**src/common/dpc_regs.svh**
```systemverilog
`ifndef DPC_REGS_SVH
`define DPC_REGS_SVH

// parameter addresses of the capture unit, as the fieldbus sees them
`define DPC_OFS_STATUS     16'h0A02
`define DPC_OFS_EDGE1      16'h0A04
`define DPC_OFS_EDGE2      16'h0A06
`define DPC_OFS_START1     16'h0A08
`define DPC_OFS_START2     16'h0A0A
`define DPC_OFS_POS1       16'h0A0C
`define DPC_OFS_POS2       16'h0A0E
`define DPC_OFS_COUNT1     16'h0A10
`define DPC_OFS_COUNT2     16'h0A12

// start/stop command codes
`define DPC_CMD_STOP       16'h0000
`define DPC_CMD_ONCE       16'h0001
`define DPC_CMD_CONT       16'h0002

// edge select field and reset values
`define DPC_EDGE_BIT       0
`define DPC_EDGE_RST       16'h0000
`define DPC_START_RST      16'h0000

// status word bit of each channel
`define DPC_STAT_CH1_BIT   0
`define DPC_STAT_CH2_BIT   1

// pin synchroniser depth
`define DPC_SYNC_STAGES    3

`endif

```
**src/common/dpc_pkg.sv**
```systemverilog
package dpc_pkg;

   // run state of one channel, gray along idle -> once -> continuous
   typedef enum logic [1:0] {
      DPC_IDLE = 2'b00,
      DPC_ONCE = 2'b01,
      DPC_CONT = 2'b11
   } dpc_run_t;

   // parameter access request from the fieldbus side
   typedef struct packed {
      logic        wr;
      logic        rd;
      logic [15:0] addr;
      logic [31:0] wdata;
   } dpc_par_req_t;

   // parameter access answer
   typedef struct packed {
      logic        ack;
      logic [31:0] rdata;
   } dpc_par_rsp_t;

   // state of one capture channel
   typedef struct packed {
      logic [2:0]  sync;
      logic        level;
      logic [15:0] edge_sel;
      logic [15:0] start_stop;
      dpc_run_t    run;
      logic        flag;
      logic [31:0] pos;
      logic [15:0] count;
   } dpc_chan_t;

   // whole state of the unit
   typedef struct packed {
      dpc_chan_t [1:0] ch;
      dpc_par_rsp_t    rsp;
   } dpc_state_t;

endpackage

```
**src/dpc_capture.sv**
```systemverilog
`include "dpc_regs.svh"

module dpc_capture (
   // clock and reset
   input  wire logic                 ref_clk,
   input  wire logic                 reset,
   // capture pins, asynchronous to ref_clk
   input  wire logic                 local_input_one,
   input  wire logic                 local_input_two,
   // motor position in user units and reference redefinition
   input  wire logic signed [31:0]   motor_pos,
   input  wire logic                 pos_redefine,
   input  wire logic signed [31:0]   pos_redefine_delta,
   // parameter access port
   input  wire dpc_pkg::dpc_par_req_t par_req,
   output      dpc_pkg::dpc_par_rsp_t par_rsp
);

   dpc_pkg::dpc_state_t st_r;     // every flip-flop of the unit
   dpc_pkg::dpc_state_t st_nxt;   // its next value
   logic [1:0]          pins;     // raw pins, index = channel
   logic [1:0]          cap;      // qualifying edge seen while armed
   logic [1:0]          start;    // start/stop write with code 1 or 2
   logic [1:0]          wr_ss;    // any start/stop write

   assign pins = {local_input_two, local_input_one};

   // address of a channel register: second channel sits 2 above first
   function automatic logic [15:0] ch_ofs(input logic [15:0] base,
                                          input int unsigned  idx);
      ch_ofs = base + (idx[0] ? 16'h0002 : 16'h0000);
   endfunction

   // decode a start/stop code into a run state
   function automatic dpc_pkg::dpc_run_t decode_cmd(
         input logic [15:0] cmd);
      case (cmd)
         `DPC_CMD_ONCE: decode_cmd = dpc_pkg::DPC_ONCE;
         `DPC_CMD_CONT: decode_cmd = dpc_pkg::DPC_CONT;
         // codes above 2 are treated as a cancel, the safe choice
         default:       decode_cmd = dpc_pkg::DPC_IDLE;
      endcase
   endfunction

   // next-state logic: sync, edge detect, capture, register access
   always_comb begin
      logic rise;
      logic fall;
      logic hit;
      rise   = 1'b0;
      fall   = 1'b0;
      hit    = 1'b0;
      st_nxt = st_r;
      cap    = 2'b00;
      start  = 2'b00;
      wr_ss  = 2'b00;
      st_nxt.rsp.ack = 1'b0;
      for (int i = 0; i < 2; i++) begin
         // three-stage synchroniser; stage 0 feeds only stage 1
         st_nxt.ch[i].sync = {st_r.ch[i].sync[1:0], pins[i]};
         // filtered level moves once stages 1 and 2 agree
         if (st_r.ch[i].sync[1] == st_r.ch[i].sync[2]
             && st_r.ch[i].sync[2] != st_r.ch[i].level) begin
            st_nxt.ch[i].level = st_r.ch[i].sync[2];
            rise = st_r.ch[i].sync[2];
            fall = !st_r.ch[i].sync[2];
         end else begin
            rise = 1'b0;
            fall = 1'b0;
         end
         // polarity chosen by the live setting
         hit = st_r.ch[i].edge_sel[`DPC_EDGE_BIT] ? rise : fall;
         cap[i] = hit && (st_r.ch[i].run != dpc_pkg::DPC_IDLE);
         // setting writes, acting from the next cycle on
         if (par_req.wr && par_req.addr == ch_ofs(`DPC_OFS_EDGE1, i)) begin
            st_nxt.ch[i].edge_sel = par_req.wdata[15:0];
         end
         wr_ss[i] = par_req.wr
                    && par_req.addr == ch_ofs(`DPC_OFS_START1, i);
         start[i] = wr_ss[i] && decode_cmd(par_req.wdata[15:0])
                    != dpc_pkg::DPC_IDLE;
         // run state: a write overrides, else one-time disarms on capture
         if (wr_ss[i]) begin
            st_nxt.ch[i].start_stop = par_req.wdata[15:0];
            st_nxt.ch[i].run = decode_cmd(par_req.wdata[15:0]);
         end else if (cap[i] && st_r.ch[i].run == dpc_pkg::DPC_ONCE) begin
            st_nxt.ch[i].run = dpc_pkg::DPC_IDLE;
         end
         // continuous stays armed: nothing changes run here
         // start clears counter and flag first
         if (start[i]) begin
            st_nxt.ch[i].count = 16'h0000;
            st_nxt.ch[i].flag  = 1'b0;
         end
         // reference moved: shift the held position with it
         if (pos_redefine) begin
            st_nxt.ch[i].pos = st_r.ch[i].pos + pos_redefine_delta;
         end
         // a capture lands on top, so an edge in a start cycle survives
         if (cap[i]) begin
            st_nxt.ch[i].pos   = motor_pos;
            st_nxt.ch[i].flag  = 1'b1;
            // plain 16-bit add wraps to zero
            st_nxt.ch[i].count = (start[i] ? 16'h0000 : st_r.ch[i].count)
                                 + 16'h0001;
         end
      end
      // read answers one cycle later from the state before any write
      if (par_req.rd) begin
         st_nxt.rsp.ack = 1'b1;
         case (par_req.addr)
            `DPC_OFS_STATUS: begin
               st_nxt.rsp.rdata = 32'h0000_0000;
               st_nxt.rsp.rdata[`DPC_STAT_CH1_BIT] = st_r.ch[0].flag;
               st_nxt.rsp.rdata[`DPC_STAT_CH2_BIT] = st_r.ch[1].flag;
            end
            `DPC_OFS_EDGE1:  st_nxt.rsp.rdata = {16'h0000, st_r.ch[0].edge_sel};
            `DPC_OFS_EDGE2:  st_nxt.rsp.rdata = {16'h0000, st_r.ch[1].edge_sel};
            `DPC_OFS_START1: st_nxt.rsp.rdata = {16'h0000, st_r.ch[0].start_stop};
            `DPC_OFS_START2: st_nxt.rsp.rdata = {16'h0000, st_r.ch[1].start_stop};
            `DPC_OFS_POS1:   st_nxt.rsp.rdata = st_r.ch[0].pos;
            `DPC_OFS_POS2:   st_nxt.rsp.rdata = st_r.ch[1].pos;
            `DPC_OFS_COUNT1: st_nxt.rsp.rdata = {16'h0000, st_r.ch[0].count};
            `DPC_OFS_COUNT2: st_nxt.rsp.rdata = {16'h0000, st_r.ch[1].count};
            // unmapped addresses read as zero
            default:         st_nxt.rsp.rdata = 32'h0000_0000;
         endcase
      end
   end

   // state register, synchronous reset
   always_ff @(posedge ref_clk) begin
      if (reset) begin
         st_r <= '0;
         for (int i = 0; i < 2; i++) begin
            st_r.ch[i].edge_sel   <= `DPC_EDGE_RST;
            st_r.ch[i].start_stop <= `DPC_START_RST;
            st_r.ch[i].run        <= dpc_pkg::DPC_IDLE;
         end
      end else begin
         st_r <= st_nxt;
      end
   end

   assign par_rsp = st_r.rsp;
endmodule

```
**config.mk**
```make
export PLATFORM = sky130hd
export DESIGN_NAME = dpc_capture
export DESIGN_NICKNAME = d
export VERILOG_FILES = /design/src/common/dpc_pkg.sv /design/src/dpc_capture.sv
export VERILOG_INCLUDE_DIRS = /design/src /design/src/common
export SDC_FILE = /design/constraint.sdc
export NUM_CORES = 1
export LEC_CHECK = 0
export BUFFER_PORTS_ARGS = -buffer_cell sky130_fd_sc_hd__clkbuf_2
export CORE_UTILIZATION = 55
export DETAILED_ROUTE_END_ITERATION = 6
export PLACE_DENSITY_LB_ADDON = 0.1
export SLEW_MARGIN = 20
export SYNTH_ARGS = -nofsm -noshare
export SYNTH_HDL_FRONTEND = slang
export SYNTH_SLANG_ARGS = --single-unit
```
**constraint.sdc**
```tcl
create_clock -name ref_clk -period 8 [get_ports ref_clk]
set_clock_uncertainty 0.15 [all_clocks]
set_input_delay 1.2 -clock ref_clk [delete_from_list [all_inputs] [get_ports ref_clk]]
set_output_delay 1.2 -clock ref_clk [all_outputs]
set_load 0.02 [all_outputs]
```
==> run metrics, run 1 <==
status finished, final reports clean; initial antenna violation count 0; Hold Crit Class reg -> reg; Ports 152; wire per inst 19.0 µm; Yosys cell types 66; WP data required 8.30 ns; Max Cap Violations 0; gpl congestion 0.924; Power Density 224 nW/µm²; PostCTS Resize Cnt 0; Seq/Total Area, Yosys 32.3%; DR pass1 iterations 5; DRC viols 0; Arr. time, crit path 4.56 ns; Final setup viols 0; Worst-Skew Late Latency 0.53 ns; core area 22800 µm²; Setup CP Type in -> reg; relative slew slack 31.7%; antenna viol nets, final 0; YS warnings 0; total wire length 38.0 mm; CTS Buf Count 24; syn_area_per_cell 7.91 µm²; maximum vdd ir drop 200 µV; Fin. Hold Viols 0; layout cells sized above 1 13.9%; Logic pwr share 24.1%; hold_buf cts 0; Global Route Usage Sum 31.5%; initial core utilization 56.3%; # H-tree levels 1; clock sink count 207; root buf cell clkbuf_16; RSZ-0062 raised after global routing false; post-route setup TNS 0 ns; # Post-CTS Setup Buffers 0; Syn-to-layout area delta 11.9%; crit path launch type input pin; top_reg_cell synth dfxtp_1; HPWL Detailed 26.3 mm; Die Y-Extent 155 µm; CTS tree built; most common cell after layout, fill and taps aside nand2_1; Rows 55; crit-path max FO 5; EDFF count, synth 0; NumNets Final 1854; crit end category flip-flop; largest net degree at the start of global routing 109; Hold Slack 0.299 ns; first-pass GRT wire length 59.7 mm; switch share 30.2%; n_diodes 0; Clock power frac 39.7%; sw power 0.000971 W; DRT iter0 DRCs 1092; buffer depth of the longest clock path 3; Synthesized Nets 1807; GRT overflow 0; Tcrit/Tclk final 53.3%; final critical-path required period 4.26 ns; cell count after synthesis 1622; Mapped Area 12800 µm²; clock-pin slew on the worst setup and hold paths 0.06 ns; vias 12200; worst slew pin tran 1.02 ns; Die Area 23900 µm²; number of port buffers 135; vias in the first global route 11000; Slew Limit Fails 0; Vias/cell 6.12; most frequent cells in the layout nand2_1, dfxtp_1, nor2_1; flops & latches, synth 207; Die W 155 µm; Pleak 5.75 nW; Async SR Flop Fraction 0%; Sequential Power Share 36.2%; Int Pwr 0.00224 W; f_max 0.235 GHz
==> Yosys cell counts, types with 14 or more instances <==
cell	n	area, µm²
inv_1	18	67.6
nand2_1	233	875
nand3_1	43	215
mux2i_1	43	430
o21ai_0	45	225
ha_1	64	801
clkbuf_1	82	308
a21oi_1	161	806
nor2_1	166	623
dfxtp_1	207	4140
a211oi_1	84	631
nor2b_1	15	93.8
buf_4	33	248
o22ai_1	20	125
a21o_1	32	240
xor2_1	40	350
nor3_1	22	110
xnor2_1	38	333
mux2_2	29	327
a22oi_1	46	345
nand4_1	14	87.6
==> stage by stage <==
step	worst slack [ns]	util, %	cells	power (W)	area [µm²]
after floorplan	4.12	-	1622	0.00175	12800
after global routing	3.56	63.0	2000	0.00336	14400
final	3.74	63.0	2000	0.00321	14400
after detailed placement	3.30	58.9	1956	0.00194	13400
after CTS	3.82	63.0	2000	0.00321	14400
after global placement	3.33	58.9	1956	0.00193	13400
==> routing by layer <==
metal	up-vias	part of all wire, %	GRT usage (%)
met1	5727	45	44.3
met4	0	3.2	10.6
met2	488	44	49.3
met3	66	8.1	4.62
met5	-	0	0
li1	5950	-	-
==> power groups by stage <==
stage               logic [W]  registers (W)  clock network [W]
finish               0.000774        0.00116            0.00128
detailed placement   0.000757        0.00118                  0
CTS                  0.000764        0.00116            0.00129
floorplan            0.000601        0.00115                  0
global placement     0.000747        0.00118                  0
global route         0.000858        0.00117            0.00134
==> registers in the layout (all words and copies together) (netlist names) <==
signal and count:
st_nxt 4, par_rsp 33, st_r 170
==> cell families after synthesis <==
kind of cell | Yosys count | share of synthesized area (%)
AOI/OAI and AO/OA | 485 | 24.6
xor gates and xnor gates | 78 | 5.33
adders and majority gates | 66 | 6.56
buffers and inverters | 145 | 5.24
DFF | 207 | 32.3
muxes | 72 | 5.90
and+or+nand+nor | 569 | 20.0
==> final cells by class <==
cell class,instances,area [µm²]
inverters,18,67.6
multi-input cells,1270,8040
fillers,2064,8430
clock inverters,11,208
repair buffers,148,782
well taps,313,392
clock buffers,33,716
flip-flops and latches,207,4140
==> worst max-delay path, cell delays in order <==
cell	delay, ns
clkbuf_2	0.14
ha_1	0.33
a211oi_1	0.25
o21bai_1	0.19
o211ai_1	0.53
o21ai_0	0.38
a2111oi_0	0.83
o41ai_1	0.25
xnor2_1	0.20
nand3_1	0.09
a21oi_1	0.16
==> path summary, 6_finish.rpt <==
check | from | to | slack, ns | cells past startpoint
setup / recovery | pos_redefine_delta[1] | st_r[167] | 3.74 | 11
hold reg to reg | st_nxt[205] | st_nxt[206] | 0.30 | 1
hold / removal | st_nxt[205] | st_nxt[206] | 0.30 | 1
setup reg to reg | st_r[137] | st_r[167] | 4.21 | 10
Power figures use the tool's default switching activity.
==> run 2: changes to the inputs <==
CORE_UTILIZATION = 54   (was 55)
clock period = 3.7 ns   (was 8 ns; I/O delays follow)
==> run metrics, run 2 (synthesis gave the netlist of run 1 again) <==
Power, Total 0.00691 W (+120%); crit-path max FO 4 (-1); Top delay family on crit path compound AO/OA/AOI/OAI gates; max FFs per register 170 (unchanged); hold_buf cts 0 (unchanged); most common cell after layout, fill and taps aside nand2_1; status finished, final reports clean; Final setup viols 0 (unchanged); Clock power frac 38.5% (-1.2 points); Int Pwr 0.00478 W (+110%); Global Route Usage Sum 31.3% (-0.22 points); GRT overflow 0 (unchanged); Slew Limit Fails 0 (unchanged); final critical-path required period 3.42 ns; maximum vdd ir drop 421 µV (+110%); Buf/Inv on CP 2 (+1); switch share 30.9% (+0.71 points); # H-tree levels 1 (unchanged); total wire length 38.6 mm (+1.5%); core area 23400 µm² (+2.7%); initial core utilization 54.8% (-1.5 points); DR pass1 iterations 5 (unchanged); Pleak 5.91 nW (+2.8%); Syn-to-layout area delta 14.0%; post-route setup TNS 0 ns (unchanged); Tcrit/Tclk final 92.4%; # Post-CTS Setup Buffers 0 (unchanged); Arr. time, crit path 3.72 ns (-0.84 ns); Die W 156 µm (+0.91%); crit end category flip-flop; WP data required 4.00 ns (-4.30 ns); Hold Crit Class in -> reg; Top reg by flops st_r; root buf cell clkbuf_16; Power Density 473 nW/µm² (+110%); layout cells sized above 1 15.8% (+1.8 points); worst slew pin tran 0.705 ns (-0.316 ns); Rows 56 (+1.8%); clock sink count 207 (unchanged); cell mode on critical path buf_4; Die Area 24400 µm² (+1.8%); initial antenna violation count 0 (unchanged); clock-pin slew on the worst setup and hold paths 0.06 ns (about the same); Die Y-Extent 156 µm (+0.91%); PostCTS Resize Cnt 0 (unchanged); Vias/cell 6.01 (-1.7%); buffer depth of the longest clock path 3 (unchanged); relative slew slack 52.4% (+21 points); NumNets Final 1891 (+2.0%); Setup CP Type reg -> reg; Ports 152 (unchanged); RSZ-0062 raised after global routing false; f_max 0.292 GHz; DRC viols 0 (unchanged); post-place setup slack 0.00634 ns (-3.30 ns); vias in the first global route 11100 (+0.69%); wire per inst 18.9 µm (-0.73%); CTS tree built; most frequent cells in the layout nand2_1, dfxtp_1, nor2_1; first-pass GRT wire length 59.8 mm (+0.14%); Max Cap Violations 0 (unchanged); gpl congestion 0.951 (+2.9%); crit path launch type flip-flop; Logic pwr share 25.1% (+1.0 points); Worst-Skew Late Latency 0.54 ns (about the same); CTS Buf Count 25 (+4.2%); number of port buffers 135 (unchanged); Fin. Hold Viols 0 (unchanged); antenna viol nets, final 0 (unchanged); largest net degree at the start of global routing 78 (-28%); PnR worst setup slack 0.280 ns (-3.46 ns); vias 12300 (+0.47%); Sequential Power Share 36.4% (+0.2 points); slowest CP cell o21ai_0; crit-path cells ha_1, a211oi_1, o21bai_1, o211ai_1, o21ai_0, a2111oi_0, buf_4, o41ai_1, buf_4, xnor2_1, nand3_1, a21oi_1; DRT iter0 DRCs 970 (-11%); Slowest Stage Delay on Critical Path 0.51 ns (-0.32 ns); HPWL Detailed 27.7 mm (+5.6%); sw power 0.00214 W (+120%)
[run 2: stage by stage]
stage	utilization (%)	hold WS [ns]	cells	instance area, µm²
after CTS	62.4	0.0667	2044	14600
after floorplan	-	0.264	1622	12800
after global routing	62.4	0.101	2044	14600
final	62.4	0.0787	2045	14600
after detailed placement	58.6	0.275	1998	13700
after global placement	58.6	0.268	1998	13700
[run 2: power groups by stage]
stage | clock [W] | sequential [W] | combinational [W]
6_report | 0.00266 | 0.00251 | 0.00173
3_5_place_dp | 0 | 0.00256 | 0.00169
3_3_place_gp | 0 | 0.00256 | 0.00168
2_1_floorplan | 0 | 0.00249 | 0.00130
4_1_cts | 0.00269 | 0.00251 | 0.00171
5_1_grt | 0.00278 | 0.00252 | 0.00192
[run 2: worst paths after layout]
path	start	slack, ns	cells after the start	end
setup / recovery	st_r[137]	0.28	12	st_r[167]
hold / removal	local_input_one	0.08	2	st_nxt[118]
setup reg to reg	st_r[137]	0.28	12	st_r[167]
hold reg to reg	st_r[182]	0.30	2	st_r[182]
[run 2: layer usage]
| metal | GRT usage, % | share of wire [%] |
|---|---|---|
| met1 | 44.7 | 46 |
| met2 | 49.5 | 45 |
| met3 | 2.67 | 6.9 |
| met4 | 10.2 | 3.0 |
| met5 | 0 | 0 |
[run 2: layout make-up]
class	instances	area (µm²)
Fill cell	2187	8790
Multi-Input combinational cell	1270	8040
Sequential cell	207	4140
Timing Repair Buffer	184	1060
Clock buffer	33	716
Tap cell	319	399
Clock inverter	13	181
Inverter	18	67.6
Antenna cell	1	2.50
==> run 3: changes to the inputs <==
HOLD_SLACK_MARGIN = 0.15   (was not set)
==> run metrics, run 3 (synthesis gave the netlist of run 1 again) <==
number of port buffers 135 (unchanged); Fin. Hold Viols 0 (unchanged); Power Density 469 nW/µm² (-0.79%); n_diodes 0 (-1); Hold Crit Class in -> reg; maximum vdd ir drop 419 µV (-0.56%); core area 23400 µm² (unchanged); Global Route Usage Sum 31.4% (+0.093 points); initial core utilization 54.8% (unchanged); Worst-Skew Late Latency 0.54 ns (about the same); reg2reg path depth 12 (unchanged); CTS tree built; Die Area 24400 µm² (unchanged); Die Y-Extent 156 µm (unchanged); clock sink count 207 (unchanged); layout cells sized above 1 15.6% (-0.14 points); relative slew slack 50.6% (-1.7 points); Critical Path Source st_r[137]; Syn-to-layout area delta 15.1%; Final setup viols 0 (unchanged); crit-path max FO 4 (unchanged); crit-path cells ha_1, a211oi_1, o21bai_1, o211ai_1, o21ai_0, a2111oi_0, buf_4, o41ai_1, buf_4, xnor2_1, nand3_1, a21oi_1; reg-to-reg startpoint st_r[137]; first-pass GRT wire length 60.0 mm (+0.29%); post-place setup slack 0.00634 ns (unchanged); Post-Place Cell Area 13700 µm² (unchanged); Final Non-Filler Cells 2059 (+0.68%); Tcrit/Tclk final 93.0% (+0.56 points); fin area 14800 µm² (+1.0%); Hold Path Stages 3 (+1); wire per inst 18.8 µm (-0.14%); initial antenna violation count 0 (unchanged); status finished, final reports clean; DRC viols 0 (unchanged); vias 12400 (+0.55%); cell mode on critical path buf_4; crit path launch type flip-flop; reg-to-reg endpoint st_r[167]; # H-tree levels 1 (unchanged); slowest CP cell o21ai_0; Ports 152 (unchanged); vias in the first global route 11200 (+0.50%); root buf cell clkbuf_16; Inst Count DP 1998 (unchanged); HPWL Detailed 27.7 mm (unchanged); Rows 56 (unchanged); GRT overflow 0 (unchanged); final critical-path required period 3.44 ns (+0.0206 ns); gpl congestion 0.951 (unchanged); worst slew pin tran 0.730 ns (+0.0256 ns); crit end category flip-flop; total wire length 38.8 mm (+0.54%); DR pass1 iterations 5 (unchanged); Setup CP Type reg -> reg; DRT iter0 DRCs 1004 (+3.5%); most common cell after layout, fill and taps aside nand2_1; Hold EP st_r[138]; largest net degree at the start of global routing 78 (unchanged); RSZ-0062 raised after global routing false; max FFs per register 170 (unchanged); clock-pin slew on the worst setup and hold paths 0.06 ns (about the same); CTS Buf Count 25 (unchanged); Die W 156 µm (unchanged); post-route setup TNS 0 ns (unchanged); reg-to-reg setup timing slack 0.26 ns (-0.02 ns); most frequent cells in the layout nand2_1, dfxtp_1, nor2_1; Pleak 5.98 nW (+1.1%); Top delay family on crit path compound AO/OA/AOI/OAI gates; Slew Limit Fails 0 (unchanged); Slowest Stage Delay on Critical Path 0.52 ns (about the same); buffer depth of the longest clock path 3 (unchanged); Util after Layout 63.1% (+0.63 points); hold wc startpoint motor_pos[2]; antenna viol nets, final 0 (unchanged); NumNets Final 1906 (+0.79%); PnR worst setup slack 0.259 ns (-0.0206 ns); Buf/Inv on CP 2 (unchanged); f_max 0.291 GHz (-0.60%); Arr. time, crit path 3.74 ns (+0.02 ns); WP data required 4.00 ns (about the same); Vias/cell 6.00 (-0.13%); Top reg by flops st_r; Max Cap Violations 0 (unchanged)
==> run 3: worst max path at each step <==
stage	endpoint	cells after the start	slack, ns
after CTS	st_r[167]	12	0.31
after detailed placement	st_r[167]	13	0.006
final	st_r[167]	12	0.26
after global placement	st_r[167]	13	0.03
after global routing	st_r[80]	11	0.09
after floorplan	st_r[134]	13	0.46
==> run 3: layer usage <==
| layer | GRT usage (%) | up-vias | wire length [µm] | part of all wire [%] |
|---|---|---|---|---|
| met5 | 0 | - | 0 | 0 |
| met3 | 2.64 | 63 | 2610 | 6.7 |
| met2 | 50.0 | 453 | 17600 | 45 |
| met1 | 44.7 | 5793 | 17500 | 45 |
| met4 | 9.80 | 0 | 1060 | 2.7 |
| li1 | - | 6047 | - | - |
==> run 3: final cells by class <==
type / count / area, µm²
clock buffer: 33 / 716
fill: 2172 / 8640
inverter: 18 / 67.6
tap: 319 / 399
clock inverter: 13 / 181
multi-input combinational: 1270 / 8040
sequential: 207 / 4140
timing repair buffer: 199 / 1210
==> run 3: per-stage QoR <==
step | power, W | hold WS (ns)
2_1_floorplan | 0.00379 | 0.264
3_3_place_gp | 0.00423 | 0.268
3_5_place_dp | 0.00425 | 0.275
4_1_cts | 0.00693 | 0.151
5_1_grt | 0.00724 | 0.161
6_report | 0.00693 | 0.153
==> run 3: what timing repair did <==
| item | 4_1_cts | 5_1_grt |
|---|---|---|
| endpoints found under the hold margin | 24 | 0 |
| gates resized for setup | 0 | 0 |
| setup buffers | 0 | 0 |
| hold buffers | 15 | 0 |
==> run 3: report_power, final <==
group          switching (W)  internal, W  total (W)
clock                0.00102      0.00164    0.00266
sequential          0.000145      0.00237    0.00251
combinational       0.000975     0.000776    0.00175
==> run 3: worst reg2reg max path: cells and delay by family (launching register included) <==
family	cells	cell delay (ns)
AO/OA/AOI/OAI	7	1.94
XOR/XNOR	1	0.11
adder cells (fa/ha/maj)	1	0.32
buffers and inverters	2	0.39
flip-flops	1	0.37
AND/OR/NAND/NOR	1	0.09
